## src/wdt_pkg.sv

```systemverilog
package wdt_pkg;

    // ==========================================================
    // timing
    localparam int CLK_PERIOD_PS = 25000;
    localparam int LPO_PERIOD_PS = 1000000000;
    localparam int LPO_DIV_CYC   = LPO_PERIOD_PS / CLK_PERIOD_PS;

    // ==========================================================
    // register offsets
    localparam logic [7:0] ADDR_RST_ST = 8'h00;
    localparam logic [7:0] ADDR_OPT1   = 8'h04;
    localparam logic [7:0] ADDR_OPT2   = 8'h08;
    localparam logic [7:0] ADDR_IRQ_ST = 8'h0C;
    localparam logic [7:0] ADDR_IRQ_MK = 8'h10;
    localparam logic [7:0] ADDR_CNT_LO = 8'h14;
    localparam logic [7:0] ADDR_CNT_HI = 8'h18;

    // ==========================================================
    // field positions
    localparam int CAUSE_POS     = 5;
    localparam int OPT1_TSEL_POS = 6;
    localparam int OPT1_LOCK_POS = 0;
    localparam int OPT2_CLKS_POS = 7;
    localparam int OPT2_WIN_POS  = 6;
    localparam int OPT2_LOCK_POS = 0;
    localparam int IRQ_W         = 2;
    localparam int IRQ_SVC_POS   = 0;
    localparam int IRQ_WIN_POS   = 1;

    // ==========================================================
    // service values
    localparam logic [15:0] SVC_FIRST  = 16'h0055;
    localparam logic [15:0] SVC_SECOND = 16'h00AA;

    // ==========================================================
    // configuration
    localparam logic       CLK_LPO = 1'b0;
    localparam logic       CLK_BUS = 1'b1;
    localparam logic [1:0] TSEL_OFF = 2'h0;

    typedef struct packed {
        logic [1:0] timeout_sel;
        logic       clk_sel;
        logic       window_en;
    } wdt_cfg_s;

    localparam wdt_cfg_s CFG_RST = '{timeout_sel: 2'h3,
                                      clk_sel:     CLK_LPO,
                                      window_en:   1'b0};

    typedef enum logic {
        SVC_IDLE  = 1'b0,
        SVC_ARMED = 1'b1
    } wdt_svc_e;

    // ==========================================================
    // terminal counts and window starts
    localparam logic [17:0] TC_LPO_1 = 18'((1 << 5) - 1);
    localparam logic [17:0] TC_LPO_2 = 18'((1 << 8) - 1);
    localparam logic [17:0] TC_LPO_3 = 18'((1 << 10) - 1);
    localparam logic [17:0] TC_BUS_1 = 18'((1 << 13) - 1);
    localparam logic [17:0] TC_BUS_2 = 18'((1 << 16) - 1);
    localparam logic [17:0] TC_BUS_3 = 18'((1 << 18) - 1);
    localparam logic [17:0] WIN_BUS_1 = 18'h01800;
    localparam logic [17:0] WIN_BUS_2 = 18'h0C000;
    localparam logic [17:0] WIN_BUS_3 = 18'h30000;

endpackage

```

## src/wdt_div.sv

```systemverilog
`timescale 1ns/1ps
module wdt_div #(
    parameter int DIV = 4
) (
    // clock and reset
    input  wire logic ref_clk_i,
    input  wire logic rst_i,
    // tick
    output logic      tick_o
);

    // ==========================================================
    // free running divider
    logic [15:0] cnt_q;

    always_ff @(posedge ref_clk_i) begin
        if (rst_i) begin
            cnt_q  <= 16'h0000;
            tick_o <= 1'b0;
        end else if (cnt_q == 16'(DIV - 1)) begin
            cnt_q  <= 16'h0000;
            tick_o <= 1'b1;
        end else begin
            cnt_q  <= cnt_q + 16'h0001;
            tick_o <= 1'b0;
        end
    end

endmodule

```

## src/wdt_flag.sv

```systemverilog
`timescale 1ns/1ps
module wdt_flag (
    // clock and reset
    input  wire logic ref_clk_i,
    input  wire logic rst_i,
    // control
    input  wire logic set_i,
    input  wire logic clr_i,
    // state
    output logic      flag_o
);

    // ==========================================================
    // sticky flag, set wins
    always_ff @(posedge ref_clk_i) begin
        if (rst_i) begin
            flag_o <= 1'b0;
        end else if (set_i) begin
            flag_o <= 1'b1;
        end else if (clr_i) begin
            flag_o <= 1'b0;
        end
    end

endmodule

```

## src/wdt_top.sv

```systemverilog
`timescale 1ns/1ps
// Functional notes
// RULE1: watchdog enabled after reset; timeout select 00 disables it entirely (code still sets the service irq flag on a service pair outside window mode)
// RULE2: writing 0x0055 then 0x00AA restarts the timeout period
// RULE3: service writes never change what the status register reads
// RULE4: no completed service before the timeout elapses gives system reset
// RULE5: any other value written to the status address resets at once
// RULE6: clock select picks bus or 1 kHz; two bits pick timeout
// RULE7: reset default is 1 kHz source with 2^10 cycle timeout
// RULE8: 1 kHz source gives 2^5, 2^8, 2^10 cycle timeouts
// RULE9: bus source gives 2^13, 2^16, 2^18 cycle timeouts
// RULE10: window mode accepts service only in the last quarter
// RULE11: service before the window opens resets at once
// RULE12: window mode works only with the bus clock source
// RULE13: first write to each option register sets and locks it
// RULE14: software should write both option registers early
// RULE15: software should not service from an interrupt routine
// RULE16: bus source counter holds in stop and debug, then resumes
// RULE17: 1 kHz source counter clears in stop and debug modes
// RULE18: status register flags a reset caused by the watchdog
// RULE19: second value alone, without first just before, does not restart
module wdt_top
    import wdt_pkg::*;
#(
    parameter int LPO_DIV = LPO_DIV_CYC
) (
    // clock and reset
    input  wire logic        ref_clk_i,
    input  wire logic        rst_i,
    input  wire logic        por_i,
    // register port
    input  wire logic [7:0]  addr_i,
    input  wire logic [15:0] wdata_i,
    input  wire logic        wr_i,
    input  wire logic        rd_i,
    output logic [15:0]      rdata_o,
    // system modes
    input  wire logic        stop_mode_i,
    input  wire logic        bdm_mode_i,
    // outputs
    output logic             wdog_reset_o,
    output logic             irq_o
);

    // ==========================================================
    // declarations
    logic             rst_any;
    wdt_cfg_s         cfg_q;
    logic             opt1_lock_q;
    logic             opt2_lock_q;
    logic [17:0]      cnt_q;
    logic [17:0]      tc;
    logic [17:0]      win_lim;
    wdt_svc_e         svc_q;
    logic             reset_req_q;
    logic             cause_q;
    logic             rst_prev_q;
    logic [15:0]      rdata_q;
    logic [IRQ_W-1:0] irq_sts;
    logic [IRQ_W-1:0] irq_set;
    logic [IRQ_W-1:0] irq_clr;
    logic [IRQ_W-1:0] irq_mask_q;
    logic             lpo_tick;
    logic             tick;
    logic             hold;
    logic             enabled;
    logic             win_active;
    logic             win_open;
    logic             wr_rst_st;
    logic             svc_first;
    logic             svc_second;
    logic             bad_val;
    logic             early;
    logic             svc_ok;
    logic             timeout;
    logic             fail;

    assign rst_any = rst_i | por_i;

    // ==========================================================
    // low power clock enable
    wdt_div #(
        .DIV       (LPO_DIV)
    ) u_div (
        .ref_clk_i (ref_clk_i),
        .rst_i     (rst_any),
        .tick_o    (lpo_tick)
    );

    // ==========================================================
    // count source and limits
    assign enabled = cfg_q.timeout_sel != TSEL_OFF; // see RULE1
    assign tick    = (cfg_q.clk_sel == CLK_BUS) ? 1'b1 : lpo_tick; // see RULE6
    assign hold    = stop_mode_i | bdm_mode_i;

    always_comb begin
        tc      = TC_LPO_3;
        win_lim = WIN_BUS_3;
        case ({cfg_q.clk_sel, cfg_q.timeout_sel})
            {CLK_LPO, 2'h1}: tc = TC_LPO_1; // see RULE8
            {CLK_LPO, 2'h2}: tc = TC_LPO_2; // see RULE8
            {CLK_LPO, 2'h3}: tc = TC_LPO_3; // see RULE8
            {CLK_BUS, 2'h1}: begin
                tc      = TC_BUS_1; // see RULE9
                win_lim = WIN_BUS_1; // see RULE10
            end
            {CLK_BUS, 2'h2}: begin
                tc      = TC_BUS_2; // see RULE9
                win_lim = WIN_BUS_2; // see RULE10
            end
            {CLK_BUS, 2'h3}: begin
                tc      = TC_BUS_3; // see RULE9
                win_lim = WIN_BUS_3; // see RULE10
            end
            default: begin
                tc      = TC_LPO_3;
                win_lim = WIN_BUS_3;
            end
        endcase
    end

    assign win_active = cfg_q.window_en && cfg_q.clk_sel == CLK_BUS; // see RULE12
    assign win_open   = cnt_q >= win_lim; // see RULE10

    // ==========================================================
    // service decode
    assign wr_rst_st  = wr_i && addr_i == ADDR_RST_ST;
    assign svc_first  = wr_rst_st && wdata_i == SVC_FIRST;
    assign svc_second = wr_rst_st && wdata_i == SVC_SECOND;
    assign bad_val    = wr_rst_st && !svc_first && !svc_second; // see RULE5
    assign early      = win_active && !win_open
                        && (svc_first || svc_second); // see RULE11
    assign svc_ok     = svc_second && svc_q == SVC_ARMED
                        && !early; // see RULE19
    assign timeout    = tick && !hold && cnt_q >= tc && !svc_ok; // see RULE4
    assign fail       = enabled && (bad_val || early || timeout);

    always_ff @(posedge ref_clk_i) begin
        if (rst_any) begin
            svc_q <= SVC_IDLE;
        end else if (wr_rst_st) begin
            case (svc_q)
                SVC_IDLE:  svc_q <= svc_first ? SVC_ARMED : SVC_IDLE;
                SVC_ARMED: svc_q <= svc_first ? SVC_ARMED : SVC_IDLE;
                default:   svc_q <= SVC_IDLE;
            endcase
        end
    end

    // ==========================================================
    // counter
    always_ff @(posedge ref_clk_i) begin
        if (rst_any) begin
            cnt_q <= 18'h00000;
        end else if (svc_ok || !enabled) begin
            cnt_q <= 18'h00000; // see RULE2
        end else if (hold) begin
            if (cfg_q.clk_sel == CLK_LPO) begin
                cnt_q <= 18'h00000; // see RULE17
            end else begin
                cnt_q <= cnt_q; // see RULE16
            end
        end else if (tick) begin
            cnt_q <= (cnt_q >= tc) ? 18'h00000 : cnt_q + 18'h00001;
        end
    end

    // ==========================================================
    // reset request and cause
    always_ff @(posedge ref_clk_i) begin
        if (rst_any) begin
            reset_req_q <= 1'b0;
        end else if (fail) begin
            reset_req_q <= 1'b1; // see RULE4
        end
    end

    always_ff @(posedge ref_clk_i) begin
        if (por_i) begin
            rst_prev_q <= 1'b0;
            cause_q    <= 1'b0;
        end else begin
            rst_prev_q <= rst_i;
            if (rst_i && !rst_prev_q) begin
                cause_q <= reset_req_q; // see RULE18
            end
        end
    end

    assign wdog_reset_o = reset_req_q;

    // ==========================================================
    // write once options
    always_ff @(posedge ref_clk_i) begin
        if (rst_any) begin
            cfg_q       <= CFG_RST; // see RULE7
            opt1_lock_q <= 1'b0;
            opt2_lock_q <= 1'b0;
        end else begin
            if (wr_i && addr_i == ADDR_OPT1 && !opt1_lock_q) begin
                cfg_q.timeout_sel <= wdata_i[OPT1_TSEL_POS +: 2]; // see RULE13
                opt1_lock_q       <= 1'b1;
            end
            if (wr_i && addr_i == ADDR_OPT2 && !opt2_lock_q) begin
                cfg_q.clk_sel   <= wdata_i[OPT2_CLKS_POS]; // see RULE13
                cfg_q.window_en <= wdata_i[OPT2_WIN_POS];
                opt2_lock_q     <= 1'b1;
            end
        end
    end

    // ==========================================================
    // interrupts
    assign irq_set[IRQ_SVC_POS] = svc_ok;
    assign irq_set[IRQ_WIN_POS] = win_active && enabled && tick && !hold
                                  && cnt_q == win_lim - 18'h00001;

    genvar gi;
    generate
        for (gi = 0; gi < IRQ_W; gi++) begin : g_flag
            assign irq_clr[gi] = wr_i && addr_i == ADDR_IRQ_ST
                                 && wdata_i[gi];
            wdt_flag u_flag (
                .ref_clk_i (ref_clk_i),
                .rst_i     (rst_any),
                .set_i     (irq_set[gi]),
                .clr_i     (irq_clr[gi]),
                .flag_o    (irq_sts[gi])
            );
        end
    endgenerate

    always_ff @(posedge ref_clk_i) begin
        if (rst_any) begin
            irq_mask_q <= '0;
        end else if (wr_i && addr_i == ADDR_IRQ_MK) begin
            irq_mask_q <= wdata_i[IRQ_W-1:0];
        end
    end

    assign irq_o = |(irq_sts & irq_mask_q);

    // ==========================================================
    // read port
    always_ff @(posedge ref_clk_i) begin
        if (rst_any) begin
            rdata_q <= 16'h0000;
        end else if (rd_i) begin
            rdata_q <= 16'h0000;
            case (addr_i)
                ADDR_RST_ST: rdata_q[CAUSE_POS] <= cause_q; // see RULE3
                ADDR_OPT1: begin
                    rdata_q[OPT1_TSEL_POS +: 2] <= cfg_q.timeout_sel;
                    rdata_q[OPT1_LOCK_POS]      <= opt1_lock_q;
                end
                ADDR_OPT2: begin
                    rdata_q[OPT2_CLKS_POS] <= cfg_q.clk_sel;
                    rdata_q[OPT2_WIN_POS]  <= cfg_q.window_en;
                    rdata_q[OPT2_LOCK_POS] <= opt2_lock_q;
                end
                ADDR_IRQ_ST: rdata_q[IRQ_W-1:0] <= irq_sts;
                ADDR_IRQ_MK: rdata_q[IRQ_W-1:0] <= irq_mask_q;
                ADDR_CNT_LO: rdata_q <= cnt_q[15:0];
                ADDR_CNT_HI: rdata_q[1:0] <= cnt_q[17:16];
                default:     rdata_q <= 16'h0000;
            endcase
        end else begin
            rdata_q <= 16'h0000;
        end
    end

    assign rdata_o = rdata_q;
endmodule

```

## config.mk

```make
export PLATFORM = sky130hd
export DESIGN_NAME = wdt_top
export DESIGN_NICKNAME = d
export VERILOG_FILES = /design/src/wdt_pkg.sv /design/src/wdt_div.sv /design/src/wdt_flag.sv /design/src/wdt_top.sv
export SDC_FILE = /design/constraint.sdc
export NUM_CORES = 1
export LEC_CHECK = 0
export BUFFER_PORTS_ARGS = -buffer_cell sky130_fd_sc_hd__buf_2
export CORE_MARGIN = 4
export CORE_UTILIZATION = 25
export DETAILED_ROUTE_END_ITERATION = 10
export MAX_ROUTING_LAYER = met4
export SETUP_SLACK_MARGIN = 0.3
export SYNTH_ARGS = -nofsm -noshare
export SYNTH_HDL_FRONTEND = slang
export SYNTH_SLANG_ARGS = --single-unit
```

## constraint.sdc

```tcl
create_clock -name ref_clk_i -period 7.43 [get_ports ref_clk_i]
set_clock_uncertainty 0.1 [all_clocks]
set_input_delay 0.3715 -clock ref_clk_i [delete_from_list [all_inputs] [get_ports ref_clk_i]]
set_output_delay 0.3715 -clock ref_clk_i [all_outputs]
set_load 0.02 [all_outputs]
```

==> reports/qor.txt, run 1 <==
PwrDens = 189 nW/µm²
Vias in the first global route = 3046
Status = finished, final reports clean
Routed vias = 3163
Setup WS post-layout = 4.15 ns
Most common flop cell mapped by yosys = dfxtp_1
Die Area = 16200 µm²
Crit-path leading delay family = simple AND/OR/NAND/NOR gates
Net Count, Synth = 462
Core Util, Final = 0.305
Dpl hpwl = 6.72 mm
Switching share of total power = 0.222
P_int = 622 µW
CP cell instances = nand2_1, or2_2, ha_1, nor2_1, inv_1, ha_1, nor2b_1, o31ai_1, nand4_1, nand4_2, nand2_4, a311oi_1
Slowest cell on the critical path = dfxtp_1
Syn Area/Cell = 8.71 µm²
Setup TNS = 0 ns
Async S/R FF share, synth = 0
Hold WS = 0.131 ns
# diodes = 0
Syn Std Cell Area = 3550 µm²
Initial antenna violation count = 0
Placed inst area = 3930 µm²
Drt total wl = 8.85 mm
Root Buffer = clkbuf_16
Placer Congestion = 0.882
Area leader, netlist = dfxtp_1
Worst-margin pin slew = 0.993 ns
Slew headroom = 0.319
Reg power frac = 0.438
Die X-Extent = 127 µm
Highest achievable clock rate = 305 MHz
Worst path required time = 7.57 ns
Clock buffer count from CTS = 9
Final setup violation count = 0
Crit Path Max Fanout = 18
Unrepaired setup endpoints after global routing = no
YS warnings = 0
R2R Path Start = cfg_q[1]
Initial cell density of the core = 0.256
RR Endpoint = cnt_q[16]
Tightest Hold Check Type = in -> reg
Register area share after synthesis = 0.366
CTS tree = built
Worst-path clk slew = 0.06 ns
H-tree depth = 3
First-pass GRT wire length = 14.7 mm
# DRC = 0
Worst Hold End = rst_prev_q
Chip height = 127 µm
Post-synth EDFFs = 0
Antenna-violating nets left = 0
Cell count after synthesis = 408
Largest net degree at the start of global routing = 24
Synth unique cells = 63
Share of layout cells above drive strength 1 = 0.189
FF-to-FF path depth = 12
Crit path arrival time = 3.41 ns
Crit path buffers/inverters = 1
Nets = 505
Pre-CTS setup slack = 4.19 ns
CP Launch Type = flip-flop
Hold path depth = 2
WL/cell = 13.9 µm
Critical path class = reg -> reg
Cell area after layout = 4240 µm²
NetSw = 177 µW
Hold_sp = por_i
Ports = 49
Final Cycle Share = 0.441
DR vias/cell = 4.97
Port bufs = 48
Pleak = 0.00159 µW
CTS Hold Bufs = 0
CP max stage delay = 0.56 ns
Endpoint type of the worst setup path = flip-flop
R2R Setup Slk = 4.15 ns
Area Growth Syn to Fin = 19.2%
CP most frequent cell = ha_1
Post-CTS repair timing setup buffer count = 0
Most numerous cell in the Yosys netlist = dfxtp_1
Core area = 13900 µm²
Comb pwr share = 0.033
Clock Tree Buf Depth = 2
Max-cap violations = 0
# fillers = 1497
Post-synth top area share = 0.366
Most frequent cells after synthesis = dfxtp_1 (65), nor2_1 (49), nand2_1 (39)
Synth top area cells = dfxtp_1 (37%), ha_1 (8.1%), nor2_1 (5.2%)
Critical Path Source = cfg_q[1]
Total iterations of the first detailed-routing run = 4
Overall routing resource usage = 0.114
Seq cells post-synth = 65
Grt ovf = 0
Clk pwr share = 0.530
Worst VDD drop = 0.000117 V
Max Slew Vio Count = 0
Post_cts resized = 0
Clk_lat worst skew = 0.33 ns
Min Tclk post-route = 3.28 ns
CTS sink cnt = 65
DR iter-0 viols = 161
FP Rows = 43
Final Hold Fails = 0
[placed cells by master, fill, tap and decap left out, types with 10 or more instances in the layout]
cell / Yosys / routed
dfxtp_1: 65 / 65
nand4_1: 11 / 11
nand2_1: 39 / 39
and2_1: 13 / 13
and3_1: 10 / 10
nor3_1: 10 / 10
a21oi_1: 22 / 22
nand3_1: 20 / 20
buf_2: 3 / 48
ha_1: 23 / 23
xor2_1: 11 / 11
nor2_1: 49 / 49
[power by group through the flow]
stage | registers [µW] | clock network (µW) | logic [µW]
4_1_cts | 350 | 434 | 26.1
2_1_floorplan | 357 | 0 | 12.8
6_report | 350 | 423 | 26.0
3_5_place_dp | 357 | 0 | 26.1
3_3_place_gp | 357 | 0 | 25.4
5_1_grt | 350 | 449 | 28.6
[routing by layer]
| layer | up-vias | track usage | part of all wire |
|---|---|---|---|
| met5 | - | - | 0 |
| met4 | 0 | 0.0372 | 0.016 |
| met3 | 10 | 0.0318 | 0.050 |
| met2 | 82 | 0.168 | 0.46 |
| met1 | 1490 | 0.151 | 0.48 |
| li1 | 1581 | - | - |
[per-stage QoR]
stage	total power (µW)	cells
finish	799	636
global route	828	636
CTS	810	636
detailed placement	384	620
global placement	383	620
floorplan	370	408
[registers in the layout, indices dropped and copies added, names as in the netlist, 2 cells and up]
signal and flops:
u_div.cnt_q 16, irq_mask_q 2, cnt_q 18, rdata_o 16
cfg_q 4, g_flag.u_flag.flag_o 2
[kinds of logic after synthesis]
kind of cell             Yosys count  synth area share
flip-flops                        65             0.366
adder cells (fa/ha/maj)           23            0.0810
AO/OA/AOI/OAI                     67             0.133
buffers and inverters             25            0.0335
AND/OR/NAND/NOR                  198             0.305
multiplexers                      11            0.0317
XOR/XNOR                          19            0.0490
[worst max path at each step]
stage	to	slack [ns]	cells after the start
global placement	cnt_q[9]	4.38	12
global route	cnt_q[10]	3.72	12
floorplan	cnt_q[14]	4.45	14
finish	cnt_q[16]	4.15	12
CTS	cnt_q[16]	4.16	12
detailed placement	cnt_q[16]	4.19	12
[cell type report]
class	instances	area, µm²	area share
clock inverters	7	77.6	0.0183
well taps	180	225	0.0532
multi-input cells	318	2130	0.503
repair buffers	48	240	0.0567
inverters	9	33.8	0.00798
flip-flops and latches	65	1300	0.307
clock buffers	9	225	0.0532
No activity file was read; power rests on OpenSTA's default activity.
==> run 2, diff against run 1 <==
--- a/config.mk
+++ b/config.mk
@@ -5,6 +5,7 @@
 export SDC_FILE = /design/constraint.sdc
 export NUM_CORES = 1
 export LEC_CHECK = 0
+export ABC_AREA = 1
 export BUFFER_PORTS_ARGS = -buffer_cell sky130_fd_sc_hd__buf_2
 export CORE_MARGIN = 4
 export CORE_UTILIZATION = 25
==> constraint.sdc (replaced) <==
create_clock -name ref_clk_i -period 3.3 [get_ports ref_clk_i]
set_clock_uncertainty 0.1 [all_clocks]
set_input_delay 0.165 -clock ref_clk_i [delete_from_list [all_inputs] [get_ports ref_clk_i]]
set_output_delay 0.165 -clock ref_clk_i [all_outputs]
set_load 0.02 [all_outputs]
==> run 2 against run 1 <==
Effect of this change:
- area after synthesis grew 7.5%
- highest routed layer unchanged
- worst hold slack worse by 0.11 ns
- routed wire length grew 6.2%
- register-to-register slack worse by 3.6 ns
- global-route usage hardly changed
- total power increased by 130%
- non-clock buffer count rose by 4
- largest cell class unchanged
- sequential share of layout area is 2.2 points lower
- first-iteration DRC count rose by 42%
- sequential power rose by 130%
- clock power is 130% higher
- cell area up 8.2%
==> reports/qor.txt, run 2 <==
Min Tclk post-route = 2.74 ns
Vias in the first global route = 3249
Synth top area cells = dfxtp_1 (34%), nand2_1 (11%), ha_1 (7.5%)
Most frequent cells after synthesis = nand2_1 (109), inv_1 (73), nor2_1 (70)
Slew headroom = 0.410
Net Count, Synth = 600
Chip height = 132 µm
Syn Area/Cell = 6.99 µm²
Worst VDD drop = 0.000216 V
Grt ovf = 0
CTS tree = built
Area Growth Syn to Fin = 20.1%
DR iter-0 viols = 229
PwrDens = 402 nW/µm²
CP most frequent cell = nand2_1
Slowest cell on the critical path = dfxtp_1
Async S/R FF share, synth = 0
Post-synth top area share = 0.341
Comb pwr share = 0.037
Largest net degree at the start of global routing = 19
CTS sink cnt = 65
NetSw = 385 µW
Area leader, netlist = dfxtp_1
Core area = 14800 µm²
Endpoint type of the worst setup path = flip-flop
Final Hold Fails = 0
R2R Path Start = cfg_q[2]
P_int = 1460 µW
Crit path arrival time = 2.90 ns
YS warnings = 0
Crit Path Max Fanout = 17
Worst-path clk slew = 0.06 ns
Top reg by flops = cnt_q
Synth unique cells = 41
Ports = 49
Commonest non-fill, non-tap cells in the layout = nand2_1 (109), inv_1 (72), nor2_1 (70)
Max reg flops = 18
Commonest non-fill, non-tap cell in the layout = nand2_1
Worst Hold End = cfg_q[2]
Unrepaired setup endpoints after global routing = no
DP Cell Count = 768
Drt total wl = 9.40 mm
R2R Setup Slk = 0.56 ns
FP Rows = 44
Switching share of total power = 0.209
Highest achievable clock rate = 365 MHz
Nets = 652
Pleak = 0.00196 µW
Share of layout cells above drive strength 1 = 0.181
Hold path depth = 3
WL/cell = 11.9 µm
H-tree depth = 3
Clock buffer count from CTS = 9
Most numerous cell in the Yosys netlist = nand2_1
Hold_sp = wdata_i[6]
CP cell instances = inv_2, nor3_2, inv_2, ha_1, nor2_4, inv_1, ha_1, nand3b_1, nand2_1, a21oi_1, nand2_1, nor2_1, nand2_1, nand2_2, nand3_4, buf_12, a21oi_1
First-pass GRT wire length = 16.0 mm
Syn Std Cell Area = 3820 µm²
Overall routing resource usage = 0.114
Most common flop cell mapped by yosys = dfxtp_1
Status = finished, final reports clean
Worst path required time = 3.46 ns
Routed vias = 3559
Setup TNS = 0 ns
Total iterations of the first detailed-routing run = 4
RR Endpoint = cnt_q[2]
Max-cap violations = 0
Register area share after synthesis = 0.341
Max Slew Vio Count = 0
CP max stage delay = 0.38 ns
Antenna-violating nets left = 0
# DRC = 0
Die X-Extent = 132 µm
Port bufs = 48
Dpl hpwl = 7.33 mm
Initial cell density of the core = 0.259
Clk pwr share = 0.535
DR vias/cell = 4.52
CP Launch Type = flip-flop
Reg power frac = 0.428
Initial antenna violation count = 1
Clock Tree Buf Depth = 2
Post-synth EDFFs = 0
Placer Congestion = 0.844
Final Cycle Share = 0.829
Root Buffer = clkbuf_16
Seq cells post-synth = 65
Final setup violation count = 0
Cell count after synthesis = 546
FF-to-FF path depth = 17
Worst-margin pin slew = 0.884 ns
Critical path class = reg -> reg
Tightest Hold Check Type = in -> reg
Fin cells = 788
Die Area = 17300 µm²
Clk_lat worst skew = 0.34 ns
## run 2: cell types whose count changed after synthesis, moves of 8 or more
cell	previous run	this run
inv_1	9	73
nor2_1	49	70
nand3_1	20	45
mux2i_1	9	0
and2_1	13	0
a21oi_2	0	11
nand2_1	39	109
nor3_1	10	18
and3_1	10	0
## run 2: logic make-up after synthesis
logic type / count (synthesis) / share of synthesized area
xor+xnor: 9 / 0.0206
simple gates: 291 / 0.358
compound gates: 67 / 0.107
flops: 65 / 0.341
buf+inv: 91 / 0.0980
fa+ha+maj: 23 / 0.0754
## run 2: how the worst max path moves through the flow
stage | from | end
after floorplan | cfg_q[2] | cnt_q[7]
after global placement | cfg_q[1] | cnt_q[4]
after detailed placement | cfg_q[1] | cnt_q[2]
after CTS | cfg_q[1] | cnt_q[2]
after global routing | cfg_q[2] | cnt_q[6]
final | cfg_q[2] | cnt_q[2]
## run 2: power groups by stage
| stage | logic [µW] | clock network [µW] | registers [µW] |
|---|---|---|---|
| 2_1_floorplan | 31.8 | 0 | 806 |
| 3_3_place_gp | 63.0 | 0 | 806 |
| 3_5_place_dp | 63.7 | 0 | 806 |
| 4_1_cts | 65.6 | 1010 | 789 |
| 5_1_grt | 76.2 | 1050 | 789 |
| 6_report | 67.8 | 988 | 789 |
## run 2: routing by layer
metal  share of wire  wire length, µm  track usage  vias to the layer above
met5               0                0            -                        -
met4           0.013              125       0.0356                        0
met3           0.056              529       0.0317                       14
met2            0.45             4240        0.170                       69
met1            0.48             4510        0.150                     1581
li1                -                -            -                     1895
## run 2: layout make-up
class | count | area [µm²]
diodes | 1 | 2.50
clock buffers | 14 | 274
clock inverters | 2 | 35.0
fillers | 1633 | 10200
inverters | 80 | 300
multi-input cells | 390 | 2150
flip-flops and latches | 65 | 1310
well taps | 184 | 230
repair buffers | 52 | 288
## run 2: metrics by stage
step	hold WS, ns	instance area (µm²)	power (µW)	setup WS (ns)	util
2_1_floorplan	0.137	3820	838	0.760	-
3_3_place_gp	0.265	4220	869	0.361	0.286
3_5_place_dp	0.266	4220	870	0.195	0.286
4_1_cts	0.0106	4550	1870	0.329	0.309
5_1_grt	0.0350	4580	1910	0.324	0.311
6_report	0.0204	4580	1840	0.564	0.311
## run 2: what timing repair did
item / CTS / global route
setup buffers: 0 / 1
setup endpoints to repair: 17 / 20
pin swaps: 0 / 1
hold buffers: 2 / 0
endpoints found under the hold margin: 2 / 0
gates resized for setup: 1 / 4
## run 2: worst max-delay path, delay by kind of cell, from the launching register on
kind            cells  cell delay, ns
fa+ha+maj           2            0.52
simple gates        9            1.02
buf+inv             4            0.40
compound gates      2            0.22
flops               1            0.38
